[config.mk]
export PLATFORM = sky130hd
export DESIGN_NAME = imc_ctrl
export DESIGN_NICKNAME = d
export VERILOG_FILES = /design/src/verilog/imc_sync.v /design/src/verilog/imc_ctrl.v
export VERILOG_INCLUDE_DIRS = /design/src /design/src/verilog
export SDC_FILE = /design/constraint.sdc
export NUM_CORES = 1
export LEC_CHECK = 0
export BUFFER_PORTS_ARGS = -buffer_cell sky130_fd_sc_hd__clkbuf_2
export CAP_MARGIN = 0
export CORE_UTILIZATION = 59
export DETAILED_ROUTE_END_ITERATION = 16
export HOLD_SLACK_MARGIN = 0.02
export PLACE_DENSITY = 0.95
export SYNTH_ARGS = -nofsm -noshare
export SYNTH_HDL_FRONTEND = slang
export SYNTH_SLANG_ARGS = --single-unit
[constraint.sdc]
create_clock -name pclk -period 5 [get_ports pclk]
set_input_delay 0.75 -clock pclk [delete_from_list [all_inputs] [get_ports pclk]]
set_output_delay 0.75 -clock pclk [all_outputs]
set_load 0.02 [all_outputs]
[src/verilog/imc_regs.vh]
// register map, field positions and reset values of the interrupt mask controller
`ifndef IMC_REGS_VH
`define IMC_REGS_VH

// ****************************************************************
// register byte addresses
// ****************************************************************
`define IMC_ADDR_ENABLED_REQUEST_STATUS 32'hFFFF0000
`define IMC_ADDR_RAW_SOURCE_STATUS 32'hFFFF0004
`define IMC_ADDR_SOURCE_ENABLE_MASK 32'hFFFF0008
`define IMC_ADDR_ENABLE_MASK_CLEAR 32'hFFFF000C
`define IMC_ADDR_SOFTWARE_REQUEST 32'hFFFF0030
`define IMC_ADDR_VECTOR_CONFIG 32'hFFFF0034
`define IMC_ADDR_FAST_ENABLED_STATUS 32'hFFFF0100
`define IMC_ADDR_FAST_RAW_STATUS 32'hFFFF0104
`define IMC_ADDR_FAST_ENABLE_MASK 32'hFFFF0108
`define IMC_ADDR_FAST_ENABLE_CLEAR 32'hFFFF010C

// ****************************************************************
// source vector layout
// ****************************************************************
`define IMC_SRC_FAST_SUMMARY 0
`define IMC_SRC_SOFTWARE 1
`define IMC_SRC_TIMER_LO 2
`define IMC_SRC_TIMER_HI 6
`define IMC_SRC_CURRENT_DAC 7
`define IMC_SRC_SUPPLY_MONITOR 8
`define IMC_SRC_UNUSED 9
`define IMC_SRC_FLASH_LO 10
`define IMC_SRC_FLASH_HI 11
`define IMC_SRC_ADC 12
`define IMC_SRC_UART 13
`define IMC_SRC_SPI 14
`define IMC_SRC_I2C_LO 15
`define IMC_SRC_I2C_HI 18
`define IMC_SRC_EXT_LO 19
`define IMC_SRC_EXT_HI 22
`define IMC_SRC_PWM_TRIP 23
`define IMC_SRC_EXT4 24
`define IMC_SRC_EXT5 25
`define IMC_SRC_PLA_LO 26
`define IMC_SRC_PLA_HI 27
`define IMC_SRC_TOP 27

// ****************************************************************
// masks, fields and reset values
// ****************************************************************
`define IMC_VALID_MASK 32'h0FFFFFFF
`define IMC_SW_NORMAL_BIT 1
`define IMC_SW_FAST_BIT 2
`define IMC_SW_MASK 32'h00000006
`define IMC_NEST_NORMAL_BIT 0
`define IMC_NEST_FAST_BIT 1
`define IMC_VCFG_MASK 32'h00000003
`define IMC_RESET_WORD 32'h00000000

`endif

[src/verilog/imc_sync.v]
// two-flop level synchroniser for a vector of asynchronous inputs
`timescale 1ns/1ps

module imc_sync #(
  parameter WIDTH = 6
) (
  // clock and reset
  input wire pclk,
  input wire presetn,
  // levels
  input wire [WIDTH-1:0] async_in,
  output reg [WIDTH-1:0] sync_out
);

  reg [WIDTH-1:0] stage1;

  // ****************************************************************
  // first stage feeds only the second
  // ****************************************************************
  always @(posedge pclk or negedge presetn)
  begin
    if (!presetn)
    begin
      stage1 <= {WIDTH{1'b0}};
      sync_out <= {WIDTH{1'b0}};
    end
    else
    begin
      stage1 <= async_in;
      sync_out <= stage1;
    end
  end

endmodule

[src/verilog/imc_ctrl.v]
// normal and fast interrupt mask and status controller with apb register access
//
// Added by the designer: register access over APB.
`timescale 1ns/1ps
`include "imc_regs.vh"

module imc_ctrl (
  // clock and reset
  input wire pclk,
  input wire presetn,
  // apb slave
  input wire psel,
  input wire penable,
  input wire pwrite,
  input wire [31:0] paddr,
  input wire [31:0] pwdata,
  output reg [31:0] prdata,
  output reg pready,
  output reg pslverr,
  // on-chip peripheral requests, same clock
  input wire [4:0] timer_req,
  input wire current_dac_req,
  input wire supply_monitor_req,
  input wire [1:0] flash_req,
  input wire adc_req,
  input wire uart_req,
  input wire spi_req,
  input wire [3:0] i2c_req,
  input wire pwm_trip_req,
  input wire [1:0] programmable_logic_array_req,
  // external pin requests, asynchronous
  input wire [5:0] external_pin_request,
  // requests to the core
  output reg normal_irq,
  output reg fast_irq,
  // vectored extension configuration
  output reg nest_enable,
  output reg fast_nest_enable
);

  // ****************************************************************
  // state
  // ****************************************************************
  reg [31:0] raw_source_status;
  reg [31:0] fast_raw_status;
  reg [31:0] source_enable_mask;
  reg [31:0] fast_enable_mask;
  reg [31:0] software_request;
  wire [5:0] pin_sync;
  wire [31:0] enabled_request_status;
  wire [31:0] fast_enabled_status;

  // ****************************************************************
  // external pins through two flops
  // ****************************************************************
  imc_sync #(
    .WIDTH(6)
  ) u_pin_sync (
    .pclk(pclk),
    .presetn(presetn),
    .async_in(external_pin_request),
    .sync_out(pin_sync)
  );

  // ****************************************************************
  // peripheral source vector
  // ****************************************************************
  reg [31:0] periph_vec;

  always @*
  begin
    periph_vec = 32'h00000000;
    periph_vec[`IMC_SRC_TIMER_HI:`IMC_SRC_TIMER_LO] = timer_req;
    periph_vec[`IMC_SRC_CURRENT_DAC] = current_dac_req;
    periph_vec[`IMC_SRC_SUPPLY_MONITOR] = supply_monitor_req;
    periph_vec[`IMC_SRC_UNUSED] = 1'b0;
    periph_vec[`IMC_SRC_FLASH_HI:`IMC_SRC_FLASH_LO] = flash_req;
    periph_vec[`IMC_SRC_ADC] = adc_req;
    periph_vec[`IMC_SRC_UART] = uart_req;
    periph_vec[`IMC_SRC_SPI] = spi_req;
    periph_vec[`IMC_SRC_I2C_HI:`IMC_SRC_I2C_LO] = i2c_req;
    periph_vec[`IMC_SRC_EXT_HI:`IMC_SRC_EXT_LO] = pin_sync[3:0];
    periph_vec[`IMC_SRC_PWM_TRIP] = pwm_trip_req;
    periph_vec[`IMC_SRC_EXT4] = pin_sync[4];
    periph_vec[`IMC_SRC_EXT5] = pin_sync[5];
    periph_vec[`IMC_SRC_PLA_HI:`IMC_SRC_PLA_LO] = programmable_logic_array_req;
  end

  // ****************************************************************
  // apb decode
  // ****************************************************************
  wire setup_phase;
  wire wr_commit;
  reg addr_hit;

  assign setup_phase = psel & ~penable;
  assign wr_commit = psel & penable & pready & pwrite & ~pslverr;

  always @*
  begin
    case (paddr)
      `IMC_ADDR_ENABLED_REQUEST_STATUS,
      `IMC_ADDR_RAW_SOURCE_STATUS,
      `IMC_ADDR_SOURCE_ENABLE_MASK,
      `IMC_ADDR_ENABLE_MASK_CLEAR,
      `IMC_ADDR_SOFTWARE_REQUEST,
      `IMC_ADDR_VECTOR_CONFIG,
      `IMC_ADDR_FAST_ENABLED_STATUS,
      `IMC_ADDR_FAST_RAW_STATUS,
      `IMC_ADDR_FAST_ENABLE_MASK,
      `IMC_ADDR_FAST_ENABLE_CLEAR:
        addr_hit = 1'b1;
      default:
        addr_hit = 1'b0;
    endcase
  end

  wire wr_en_set;
  wire wr_en_clr;
  wire wr_fen_set;
  wire wr_fen_clr;
  wire wr_swi;
  wire wr_vcfg;

  assign wr_en_set = wr_commit & (paddr == `IMC_ADDR_SOURCE_ENABLE_MASK);
  assign wr_en_clr = wr_commit & (paddr == `IMC_ADDR_ENABLE_MASK_CLEAR);
  assign wr_fen_set = wr_commit & (paddr == `IMC_ADDR_FAST_ENABLE_MASK);
  assign wr_fen_clr = wr_commit & (paddr == `IMC_ADDR_FAST_ENABLE_CLEAR);
  assign wr_swi = wr_commit & (paddr == `IMC_ADDR_SOFTWARE_REQUEST);
  assign wr_vcfg = wr_commit & (paddr == `IMC_ADDR_VECTOR_CONFIG);

  // ****************************************************************
  // next enable masks
  // ****************************************************************
  wire [31:0] wdata_valid;
  reg [31:0] next_source_enable_mask;
  reg [31:0] next_fast_enable_mask;
  reg [31:0] next_software_request;

  assign wdata_valid = pwdata & `IMC_VALID_MASK;

  always @*
  begin
    next_source_enable_mask = source_enable_mask;
    next_fast_enable_mask = fast_enable_mask;
    if (wr_en_set)
    begin
      next_source_enable_mask = source_enable_mask | wdata_valid;
      next_fast_enable_mask = fast_enable_mask & ~wdata_valid;
    end
    if (wr_en_clr)
      next_source_enable_mask = source_enable_mask & ~wdata_valid;
    if (wr_fen_set)
    begin
      next_fast_enable_mask = fast_enable_mask | wdata_valid;
      next_source_enable_mask = source_enable_mask & ~wdata_valid;
    end
    if (wr_fen_clr)
      next_fast_enable_mask = fast_enable_mask & ~wdata_valid;
  end

  always @*
  begin
    next_software_request = software_request;
    if (wr_swi)
      next_software_request = pwdata & `IMC_SW_MASK;
  end

  // ****************************************************************
  // next raw vectors and fast summary
  // ****************************************************************
  reg [31:0] next_raw_source_status;
  reg [31:0] next_fast_raw_status;
  wire next_fast_summary;

  always @*
  begin
    next_fast_raw_status = periph_vec;
    next_fast_raw_status[`IMC_SRC_SOFTWARE] = next_software_request[`IMC_SW_FAST_BIT];
    next_fast_raw_status[`IMC_SRC_FAST_SUMMARY] = next_fast_summary;
    next_raw_source_status = periph_vec;
    next_raw_source_status[`IMC_SRC_SOFTWARE] =
      next_software_request[`IMC_SW_NORMAL_BIT];
    next_raw_source_status[`IMC_SRC_FAST_SUMMARY] = next_fast_summary;
  end

  // summary excludes bit 0, so no loop through the fast mask
  assign next_fast_summary = |(periph_vec[31:1] & next_fast_enable_mask[31:1]) |
    (next_software_request[`IMC_SW_FAST_BIT] & next_fast_enable_mask[`IMC_SRC_SOFTWARE]);

  wire [31:0] next_enabled;
  wire [31:0] next_fast_enabled;

  assign next_enabled = next_raw_source_status & next_source_enable_mask;
  assign next_fast_enabled = next_fast_raw_status & next_fast_enable_mask;

  // ****************************************************************
  // status and mask registers
  // ****************************************************************
  always @(posedge pclk or negedge presetn)
  begin
    if (!presetn)
    begin
      raw_source_status <= `IMC_RESET_WORD;
      fast_raw_status <= `IMC_RESET_WORD;
      source_enable_mask <= `IMC_RESET_WORD;
      fast_enable_mask <= `IMC_RESET_WORD;
      software_request <= `IMC_RESET_WORD;
    end
    else
    begin
      raw_source_status <= next_raw_source_status & `IMC_VALID_MASK;
      fast_raw_status <= next_fast_raw_status & `IMC_VALID_MASK;
      source_enable_mask <= next_source_enable_mask;
      fast_enable_mask <= next_fast_enable_mask;
      software_request <= next_software_request;
    end
  end

  assign enabled_request_status = raw_source_status & source_enable_mask;
  assign fast_enabled_status = fast_raw_status & fast_enable_mask;

  // ****************************************************************
  // requests to the core
  // ****************************************************************
  // plain or, no encoder: the handler scans the status word
  always @(posedge pclk or negedge presetn)
  begin
    if (!presetn)
    begin
      normal_irq <= 1'b0;
      fast_irq <= 1'b0;
    end
    else
    begin
      normal_irq <= |next_enabled;
      fast_irq <= |next_fast_enabled[31:1];
    end
  end

  // ****************************************************************
  // vectored extension configuration
  // ****************************************************************
  always @(posedge pclk or negedge presetn)
  begin
    if (!presetn)
    begin
      nest_enable <= 1'b0;
      fast_nest_enable <= 1'b0;
    end
    else if (wr_vcfg)
    begin
      nest_enable <= pwdata[`IMC_NEST_NORMAL_BIT];
      fast_nest_enable <= pwdata[`IMC_NEST_FAST_BIT];
    end
  end

  // ****************************************************************
  // read data
  // ****************************************************************
  reg [31:0] rd_mux;

  always @*
  begin
    case (paddr)
      `IMC_ADDR_ENABLED_REQUEST_STATUS:
        rd_mux = enabled_request_status;
      `IMC_ADDR_RAW_SOURCE_STATUS:
        rd_mux = raw_source_status;
      `IMC_ADDR_SOURCE_ENABLE_MASK:
        rd_mux = source_enable_mask;
      `IMC_ADDR_SOFTWARE_REQUEST:
        rd_mux = software_request;
      `IMC_ADDR_VECTOR_CONFIG:
        rd_mux = {30'h00000000, fast_nest_enable, nest_enable};
      `IMC_ADDR_FAST_ENABLED_STATUS:
        rd_mux = fast_enabled_status;
      `IMC_ADDR_FAST_RAW_STATUS:
        rd_mux = fast_raw_status;
      `IMC_ADDR_FAST_ENABLE_MASK:
        rd_mux = fast_enable_mask;
      default:
        rd_mux = 32'h00000000;
    endcase
  end

  // ****************************************************************
  // apb handshake: answer in the first access cycle
  // ****************************************************************
  always @(posedge pclk or negedge presetn)
  begin
    if (!presetn)
    begin
      pready <= 1'b0;
      pslverr <= 1'b0;
      prdata <= 32'h00000000;
    end
    else if (setup_phase)
    begin
      pready <= 1'b1;
      pslverr <= ~addr_hit;
      prdata <= pwrite ? 32'h00000000 : rd_mux;
    end
    else
    begin
      pready <= 1'b0;
      pslverr <= 1'b0;
      prdata <= 32'h00000000;
    end
  end

endmodule

## Yosys cells after proc, flatten, opt, wreduce, memory -nomap -nowiden

Index checks and enable logic that the tools add are counted.

| word-level totals | value |
|---|---|
| flip-flop bits (word level) | 170 |
| input port bits | 94 |
| output and inout bits | 38 |
| word-level logic and storage cells | 67 |

| operators by class | value |
|---|---|
| equal/unequal tests | 10 |
| mux-type cells | 13 |
| bitwise operators | 26 |
| reductions and logical operators | 4 |

Operators by type and width:

| operator | number |
|---|---|
| $eq A32 B32 Y1 const B | 10 |
| $mux W32 | 8 |
| $pmux W32 S8 | 1 |
| $and A28 B32 Y32 | 4 |
| $and A32 B32 Y32 | 2 |
| $or A32 B28 Y32 | 2 |
| $reduce_or A31 Y1 | 2 |
| $not A28 Y32 | 1 |
| $reduce_or A32 Y1 | 1 |
| $and A27 B31 Y31 | 1 |
| $and A1 B1 Y1 | 12 |
| $reduce_or A10 Y1 | 1 |
| $mux W1 | 3 |
| $mux W3 | 1 |
| $not A1 Y1 | 3 |
| $or A1 B1 Y1 | 1 |

## Depth between registers and ports, before layout

Gate-level depths: netlist of the first run.

| logic depth | value |
|---|---|
| word-level depth | 13 |
| gate-level depth with buffers | 10 |
| depth with buffers taken out | 8 |

## Cells and area by module

Synthesis of the first run repeated with hierarchy kept, for this count alone.

| unflattened totals | value |
|---|---|
| cells, all modules | 617 |
| area, all modules | 6292.3 um^2 |

By module, submodules not included:

| module | times used | cells each | area each (um^2) | seq. area each (um^2) |
|---|---|---|---|---|
| imc_ctrl | 1 | 605 | 5992.0 | 2952.8 |
| imc_sync | 1 | 12 | 300.3 | 300.3 |

## Worst setup path after synthesis of the first run

OpenSTA, ideal clock, no wires.

| timing path | value |
|---|---|
| path type | input port to flip-flop |
| start | in paddr[30] |
| end | reg normal_irq |
| library setup time | 0.129 ns |
| data arrival time | 3.012 ns |
| data required time | 4.871 ns |
| slack | 1.859 ns |
| cell stages on the path | 9 |
| path buffers | 1 |
| cells stage by stage | nand4_1 > or4_4 > nor4_4 > buf_6 > nand2_2 > nand3_2 > nand4_1 > or4_1 > a2111o_1 |

| between the ends | value |
|---|---|
| cells in the longest elaborated chain, start to end | 10 |
| elaborated cells on any way between the ends | 23 |
| those cells by class | eq/ne: 5; mux: 7; bitwise: 9; reduce/logical: 2 |

RTL lines:

| what | line | source |
|---|---|---|
| start, declared | imc_ctrl.v:15 | `input wire [31:0] paddr,` |
| $eq A32 B32 Y1 | - |  |
| $and A1 B1 Y1 | imc_ctrl.v:125 | `` assign wr_en_set = wr_commit & (paddr == `IMC_ADDR_SOURCE_ENABLE_MASK); `` |
| $mux W32 | imc_ctrl.v:146 | `if (wr_en_set)` |
| $mux W32 | imc_ctrl.v:153 | `if (wr_fen_set)` |
| $mux W32 | imc_ctrl.v:158 | `if (wr_fen_clr)` |
| $and A27 B31 Y31 | imc_ctrl.v:188 | `assign next_fast_summary = \|(periph_vec[31:1] & next_fast_enable_mask[31:1]) \|` |
| $reduce_or A31 Y1 | imc_ctrl.v:188 |  |
| $or A1 B1 Y1 | imc_ctrl.v:188 |  |
| $and A28 B32 Y32 (*) | imc_ctrl.v:194 | `assign next_enabled = next_raw_source_status & next_source_enable_mask;` |
| $reduce_or A32 Y1 (*) | imc_ctrl.v:236 | `normal_irq <= \|next_enabled;` |
| end signal, assigned | imc_ctrl.v:236 |  |
| end, declared | imc_ctrl.v:34 | `output reg normal_irq,` |

Every way passes the cells marked *; elsewhere a longest branch is shown, timed or not.
A chain may end at the register's enable or synchronous reset.

## Worst setup path in the final report of the first run

| timing path | value |
|---|---|
| start | in paddr[1] |
| end | reg normal_irq |

Same word-level chain as after synthesis.

==> flow_metrics.tcl, run 1 <==
set metrics [dict create \
    drv_slew 0 \
    rrSetupSlack_ns 1.49 \
    ios 132 \
    synth_area_leaders "dfrtp_1 52%, a21o_1 6.7%, a222oi_1 4.5%, nand2_1 4.4%, a22o_1 4.1%" \
    wl_per_cell_um 23.80 \
    numCtsBuffers 17 \
    critPathKind "input pin to register" \
    ant_nets 0 \
    yosys_warnings 0 \
    reg2reg_from "pslverr$_DFF_PN0_" \
    maxSlewHeadroom_pct 17.59 \
    period_needed_ns 3.654 \
    powerDensity_nw_per_um2 343.1 \
    synth_cell_type_count 55 \
    clk_latency_ns 0.53 \
    grt_pass1_vias 6094 \
    synth_most_common_cell "dfrtp_1" \
    cp.arrival_ns 4.06 \
    cts_hold_buf 0 \
    cts_resized 0 \
    start_util_pct 60.37 \
    synth_top_cell_by_area "dfrtp_1" \
    gp_congestion 1.053 \
    dieArea_um2 10930 \
    ys.flop_type "dfrtp_1" \
    placed_area_um2 6933 \
    maxCapViolations 0 \
    rsz0062_at_grt "false" \
    p_leak_uw 0.003882 \
    synth_async_sr_flop_share_pct 100.0 \
    fin_worst_skew_ns 0.005248 \
    drive_gt1_share_pct 24.76 \
    core_um2 10280 \
    setup_ws_ns 1.346 \
    route.vias.total 6045 \
    fmaxAchievable_mhz 273.7 \
    start_kind "input pin" \
    gr-total-overflow 0 \
    portBuffers 123 \
    tightestPinTransition_ns 1.236 \
    cts_tree "yes" \
    drtIter0Drc 704 \
    htreeDepth 4 \
    place_hpwl_um 14270 \
    end_kind "register" \
    postLayoutCellArea_um2 7594 \
    fin_hold_ws_ns 0.1620 \
    dr.pass1.iters 7 \
    synth_area_per_cell_um2 10.11 \
    synth_seq_cells 130 \
    synth-seq-area-share_pct 52.43 \
    die_w_um 104.6 \
    cp_max_fo 11 \
    timing.rr.end "normal_irq$_DFF_PN0_" \
    drt_wl_total_um 20920 \
    vias_per_cell 6.877 \
    antenna_found_initial 0 \
    clockBufferDepth 2 \
    final.period_utilization_pct 73.07 \
    drc_errors 0 \
    die_h_um 104.6 \
    n_antenna_cell 0 \
    cts_root_buf "clkbuf_8" \
    hp-class "input pin to async pin" \
    ys_top_cells_by_count "130 x dfrtp_1, 72 x nand2_1, 55 x a21o_1" \
    netlist_area_um2 6205 \
    rows 37 \
    grt_max_degree 52 \
    finalSetupViolations 0 \
    timing.setup.tns_ns 0 \
    track_usage_pct 40.12 \
    synth.top_cell.area_share_pct 52.43 \
    grt_pass1_wl_um 32880 \
    nNetsFinal 824 \
    rr_worst_depth 9 \
    area_growth_pct 22.38 \
    cts.sinks 130 \
    critPathRequiredTime_ns 5.41 \
    cts.clk_slew.worst_paths_ns 0.06 \
    vdd_ir_drop_max_uv 433.7 \
    finish.utilization_pct 73.89 \
    synth_edf_count 0 \
    fillCellCount 727 \
    syn_inst 614 \
    pre_cts_ws_ns 0.8709 \
    status "finished clean" \
    final_hold_viol_count 0 \
    cts_setup_buffers 0 \
]
## kinds of logic after synthesis
logic type                Yosys count  synth area share (%)
AOI/OAI and AO/OA                 235                 27.91
and+or+nand+nor                   191                 15.14
DFF                               130                 52.43
buffers and inverters              53                 3.771
muxes                               3                0.5444
xor gates and xnor gates            1                0.1412
other                               1               0.06044
## worst max-delay path, stage by stage
cell and delay, ns:
clkbuf_2 0.09, nor4_2 0.43, nand4_1 0.39, nor4_4 0.80, buf_4 0.33, nand2_1 0.10, nand3_1 0.14, nand4_1 0.12
or4_1 0.52, a2111o_1 0.39
## metrics by stage
step           cells  power [uW]
5_1_grt          879        2672
3_3_place_gp     847        1227
6_report         879        2605
4_1_cts          879        2607
3_5_place_dp     847        1233
2_1_floorplan    617        1138
## power breakdown
group	total (uW)	leakage (uW)	internal (uW)	switching [uW]
clock network	1390	0.000323	925	462
logic	134	0.00185	41.2	92.5
registers	1080	0.00171	1070	15.5
total	2600	0.00388	2040	570
## layer usage
metal | global-route usage, % | routed length, um | up-vias
li1 | - | - | 2577
met1 | 51.88 | 7963 | 2973
met2 | 62.11 | 10030 | 432
met3 | 11.17 | 2208 | 63
met4 | 20.31 | 718 | 0
met5 | 0 | 0 | -
## placed cells by master (no fill, tap or decap), drive strengths merged, types with 2 or more instances in the layout
cell type	n
and4	3
clkinv	4
a2111o	2
nor2	43
mux2	3
or2	3
inv	12
a21boi	5
o21ai	13
nor4	13
nand3	14
dfrtp	130
nor3	4
and3	5
nand2	75
nand4	14
a221oi	3
a222oi	28
o22ai	14
o211ai	3
buf	15
a21oi	47
a31oi	5
a21o	55
or4	3
bufinv	6
nor3b	2
a22o	29
nor2b	3
nand2b	2
conb	4
a32oi	8
clkbuf	141
and3b	2
a22oi	13
and2	4
## area by class of cell
cell class              count  area [um^2]  area share (%)
inverters                  10        37.54          0.4943
repair buffers            137        723.2           9.524
clock inverters            13        229.0           3.015
multi-input cells         434         2749           36.20
flip-flops and latches    130         3253           42.84
well taps                 136        170.2           2.241
clock buffers              19        431.7           5.685
## state kept, by name, indices dropped and copies added, names as in the netlist, named ones only
register,count
prdata,28
pready,1
u_pin_sync.sync_out,6
u_pin_sync.stage1,6
pslverr,1
fast_nest_enable,1
fast_irq,1
nest_enable,1
raw_source_status,1
source_enable_mask,28
normal_irq,1
fast_enable_mask,27
fast_raw_status,27
## worst max path at each step
stage | startpoint | to | slack (ns)
6_report | paddr[1] | normal_irq$_DFF_PN0_ | 1.35
5_1_grt | paddr[1] | normal_irq$_DFF_PN0_ | 1.20
4_1_cts | paddr[1] | normal_irq$_DFF_PN0_ | 1.40
3_5_place_dp | paddr[1] | normal_irq$_DFF_PN0_ | 0.87
3_3_place_gp | paddr[1] | normal_irq$_DFF_PN0_ | 0.95
2_1_floorplan | paddr[30] | normal_irq$_DFF_PN0_ | 1.86
Power figures use the tool's default switching activity.
==> inputs of run 2 (changes only) <==
--- a/config.mk
+++ b/config.mk
@@ -8,10 +8,10 @@
 export LEC_CHECK = 0
 export BUFFER_PORTS_ARGS = -buffer_cell sky130_fd_sc_hd__clkbuf_2
 export CAP_MARGIN = 0
-export CORE_UTILIZATION = 59
+export CORE_UTILIZATION = 49
 export DETAILED_ROUTE_END_ITERATION = 16
 export HOLD_SLACK_MARGIN = 0.02
-export PLACE_DENSITY = 0.95
+export PLACE_DENSITY = 0.88
 export SYNTH_ARGS = -nofsm -noshare
 export SYNTH_HDL_FRONTEND = slang
 export SYNTH_SLANG_ARGS = --single-unit
==> constraint.sdc (replaced) <==
create_clock -name pclk -period 3.17 [get_ports pclk]
set_input_delay 0.4755 -clock pclk [delete_from_list [all_inputs] [get_ports pclk]]
set_output_delay 0.4755 -clock pclk [all_outputs]
set_load 0.02 [all_outputs]
==> run 2 against run 1 <==
Total power up 58%. Register-to-register slack worse by 1.2 ns. Wire length up 3.5%. Cell count up 8.4%. Worst hold slack got worse by 0.054 ns. Critical path type is now register to register.
==> flow_metrics.tcl, run 2 (synthesis gave the netlist of run 1 again) <==
set metrics [dict create \
    path_cells "nand2_1, o22ai_1, or4_1, a2111oi_0, and3_1, nand4_1, or4_1, a2111o_1" \
    final_hold_viol_count 0 \
    place_hpwl_um 15070 \
    rsz0062_at_grt "false" \
    htreeDepth 4 \
    finalSetupViolations 0 \
    ios 132 \
    status "finished clean" \
    start_kind "register" \
    crit_path_top_delay_cell "or4_1" \
    maxCapViolations 0 \
    p_leak_uw 0.004085 \
    reg_top3 "prdata: 28 flops, source_enable_mask: 28 flops" \
    instances_no_fill 953 \
    nNetsFinal 866 \
    wl_per_cell_um 22.71 \
    dieArea_um2 13120 \
    rows 40 \
    grt_max_degree 59 \
    ant_nets 0 \
    clk_latency_ns 0.42 \
    vdd_ir_drop_max_uv 473.2 \
    antenna_found_initial 1 \
    grt_pass1_vias 6244 \
    critPathKind "register to register" \
    cp.arrival_ns 3.23 \
    postLayoutCellArea_um2 8004 \
    drv_slew 0 \
    setup_ws_ns 0.2449 \
    final.period_utilization_pct 92.27 \
    powerDensity_nw_per_um2 515.4 \
    clockBufferDepth 2 \
    cp_max_fo 3 \
    cts.clk_slew.worst_paths_ns 0.06 \
    finish.utilization_pct 65.81 \
    end_kind "register" \
    cts.sinks 130 \
    gp_congestion 1.006 \
    placed_area_um2 7343 \
    mostFrequentLayoutCell "dfrtp_1" \
    fmaxAchievable_mhz 341.9 \
    maxSlewHeadroom_pct 51.50 \
    vias_per_cell 6.537 \
    die_h_um 114.5 \
    numCtsBuffers 17 \
    cp_top_family "simple AND/OR/NAND/NOR gates" \
    drt_wl_total_um 21650 \
    fillCellCount 957 \
    place_inst 921 \
    max_stage_delay_ns 0.54 \
    gr-total-overflow 0 \
    period_needed_ns 2.925 \
    route.vias.total 6230 \
    crit_top_cell "or4_1" \
    mostFrequentLayoutCells "130 x dfrtp_1, 122 x clkbuf_2, 72 x nand2_1" \
    grt_pass1_wl_um 33750 \
    n_antenna_cell 0 \
    pre_cts_ws_ns -0.03838 \
    cts_root_buf "clkbuf_16" \
    portBuffers 123 \
    cts_hold_buf 0 \
    hp-class "input pin to async pin" \
    fin_hold_ws_ns 0.1077 \
    track_usage_pct 34.62 \
    core_um2 12160 \
    drc_errors 0 \
    critPathRequiredTime_ns 3.48 \
    die_w_um 114.5 \
    dr.pass1.iters 6 \
    cts_resized 0 \
    start_util_pct 51.02 \
    tightestPinTransition_ns 0.7275 \
    drtIter0Drc 737 \
    area_growth_pct 29.00 \
    drive_gt1_share_pct 29.17 \
    cts_setup_buffers 0 \
    path_buf_inv 0 \
    cts_tree "yes" \
    fin_worst_skew_ns 0.007397 \
]
-- run 2: cell types whose count changed in the layout (fill, tap and decap cells not counted), sizes merged --
| cell | before | now |
|---|---|---|
| bufinv | 6 | 5 |
| inv | 12 | 10 |
| buf | 15 | 57 |
| clkinvlp | 1 | 4 |
-- run 2: power by group --
group          switching (uW)  internal (uW)
clock                     744           1430
sequential               23.0           1690
combinational             154           82.8
-- run 2: cell type report --
type	count	area, um^2	share of cell area, %
clock buffers	19	452.9	5.659
clock inverters	13	207.7	2.595
inverters	10	37.54	0.4690
multi-input cells	434	2754	34.41
flip-flops and latches	130	3253	40.64
well taps	168	210.2	2.626
repair buffers	179	1089	13.60
-- run 2: layer usage --
layer  GRT usage [%]  part of all wire, %  routed length [um]
met5               0                    0                   0
met4           18.70                  3.3                 710
met3           7.305                   10                2169
met2           55.35                   48               10370
met1           44.16                   39                8397
-- run 2: final timing paths --
path / start / to / slack, ns / cells after the start
hold / removal: presetn / nest_enable$_DFFE_PN0P_ / 0.11 / 1
min in group pclk: external_pin_request[0] / u_pin_sync.stage1[0]$_DFF_PN0_ / 0.16 / 1
setup reg to reg: source_enable_mask[5]$_DFF_PN0_ / normal_irq$_DFF_PN0_ / 0.24 / 8
max in group asynchronous: presetn / fast_raw_status[2]$_DFF_PN0_ / 2.30 / 2
setup / recovery: source_enable_mask[5]$_DFF_PN0_ / normal_irq$_DFF_PN0_ / 0.24 / 8
hold reg to reg: u_pin_sync.stage1[4]$_DFF_PN0_ / u_pin_sync.sync_out[4]$_DFF_PN0_ / 0.35 / 0
-- run 2: stage by stage --
step	TNS, ns	power [uW]
global route	0	4222
floorplan	0	1794
finish	0	4125
CTS	0	4139
global placement	0	1961
detailed placement	-0.03838	1969
==> inputs of run 3 (changes only) <==
--- a/config.mk
+++ b/config.mk
@@ -12,6 +12,7 @@
 export DETAILED_ROUTE_END_ITERATION = 16
 export HOLD_SLACK_MARGIN = 0.02
 export PLACE_DENSITY = 0.88
+export RECOVER_POWER = 25
 export SYNTH_ARGS = -nofsm -noshare
 export SYNTH_HDL_FRONTEND = slang
 export SYNTH_SLANG_ARGS = --single-unit
==> run 3 against run 2 <==
Via count decreased by 0.45%. Setup slack improved by 0.0055 ns. Global-route usage unchanged. Register-to-register slack about the same. Non-clock buffer count unchanged. Final area decreased by 0.56%.
==> flow_metrics.tcl, run 3 (synthesis gave the netlist of run 1 again) <==
set metrics [dict create \
    status "finished clean" \
    maxSlewHeadroom_pct 5.702 \
    critPathKind "register to register" \
    clockBufferDepth 2 \
    cts_setup_buffers 0 \
    routed-wl-met2_um 10410 \
    end_kind "register" \
    die_w_um 114.5 \
    fin_worst_skew_ns 0.007880 \
    grt_pass1_wl_um 33750 \
    drc_errors 0 \
    rows 40 \
    vias_per_cell 6.508 \
    area_growth_pct 28.27 \
    cts.sinks 130 \
    cp-startpoint "source_enable_mask[5]$_DFF_PN0_" \
    cts_root_buf "clkbuf_16" \
    cp.arrival_ns 3.23 \
    start_kind "register" \
    dieArea_um2 13120 \
    critPathRequiredTime_ns 3.48 \
    setup_ws_ns 0.2504 \
    placed_area_um2 7343 \
    wl_per_cell_um 22.65 \
    nNetsFinal 866 \
    core_um2 12160 \
    cts_resized 0 \
    gr-total-overflow 0 \
    tightestPinTransition_ns 1.414 \
    cts.clk_slew.worst_paths_ns 0.06 \
    crit_path_top_delay_cell "or4_1" \
    max_stage_delay_ns 0.54 \
    drv_slew 0 \
    gp_congestion 1.006 \
    start_util_pct 51.02 \
    powerDensity_nw_per_um2 517.6 \
    fin_hold_ws_ns 0.1596 \
    mostFrequentLayoutCells "130 x dfrtp_1, 107 x clkbuf_2, 72 x nand2_1" \
    route.vias.total 6202 \
    numCtsBuffers 17 \
    ant_nets 0 \
    n_antenna_cell 0 \
    reg_top3 "prdata: 28 flops, source_enable_mask: 28 flops" \
    dr.pass1.iters 7 \
    routed.top_layer "met4" \
    vdd_ir_drop_max_uv 474.9 \
    final_hold_viol_count 0 \
    postLayoutCellArea_um2 7959 \
    drtIter0Drc 786 \
    track_usage_pct 34.62 \
    hold_start "external_pin_request[0]" \
    rrSetupSlack_ns 0.25 \
    finalSetupViolations 0 \
    final.period_utilization_pct 92.10 \
    reg2reg_from "source_enable_mask[5]$_DFF_PN0_" \
    wl_met3_um 1977 \
    hp-class "input pin to register" \
    htreeDepth 4 \
    portBuffers 123 \
    antenna_found_initial 0 \
    fmaxAchievable_mhz 342.5 \
    crit_top_cell "or4_1" \
    grt_pass1_vias 6244 \
    drt_wl_total_um 21590 \
    mostFrequentLayoutCell "dfrtp_1" \
    cts_hold_buf 0 \
    period_needed_ns 2.920 \
    p_leak_uw 0.004015 \
    rr_worst_depth 8 \
    pre_cts_ws_ns -0.03838 \
    path_cells "nand2_1, o22ai_1, or4_1, a2111oi_0, and3_1, nand4_1, or4_1, a2111o_1" \
    rsz0062_at_grt "false" \
    maxCapViolations 0 \
    cp_max_fo 3 \
    grt_max_degree 59 \
    cts_tree "yes" \
    clk_latency_ns 0.42 \
    drt-met1-wl_um 8513 \
    place_hpwl_um 15070 \
    drive_gt1_share_pct 26.37 \
    die_h_um 114.5 \
    whs_path_depth 1 \
    ios 132 \
]
==> run 3: cell count changes in the layout (fill, tap and decap cells not counted), sizes merged <==
| cell | change |
|---|---|
| clkbuf | +7 |
| buf | -7 |
==> run 3: area by class of cell <==
type | instances | area [um^2]
clock buffer | 19 | 452.9
timing repair buffer | 179 | 1044
fill | 963 | 4203
multi-input combinational | 434 | 2754
tap | 168 | 210.2
clock inverter | 13 | 207.7
inverter | 10 | 37.54
sequential | 130 | 3253
==> run 3: per-layer routing <==
metal	vias up	global-route usage, %
li1	2664	-
met1	3062	44.16
met2	411	55.35
met4	0	18.70
met5	-	0
met3	65	7.305
==> run 3: final timing paths <==
kind / end
worst min-delay path: u_pin_sync.stage1[0]$_DFF_PN0_
worst min register to register: u_pin_sync.sync_out[4]$_DFF_PN0_
min in group asynchronous: nest_enable$_DFFE_PN0P_
max in group asynchronous: prdata[14]$_DFF_PN0_
worst max-delay path: normal_irq$_DFF_PN0_
worst max register to register: normal_irq$_DFF_PN0_
==> run 3: through the flow <==
stage	total power, uW	instances	util (%)	setup TNS [ns]
floorplan	1794	617	-	0
global placement	1961	921	60.38	0
detailed placement	1969	921	60.38	-0.03838
CTS	4139	953	65.81	0
global route	4216	953	65.44	0
finish	4120	953	65.44	0
==> run 3: critical path: cells and delay by family, from the launching register on <==
family | cells | cell delay, ns
AND/OR/NAND/NOR | 5 | 1.53
AO/OA/AOI/OAI | 3 | 0.87
flip-flops | 1 | 0.42
==> run 3: power breakdown <==
| group | switching (uW) | internal (uW) |
|---|---|---|
| sequential | 22.9 | 1690 |
| clock | 745 | 1430 |
| combinational | 154 | 76.4 |
| total | 922 | 3200 |
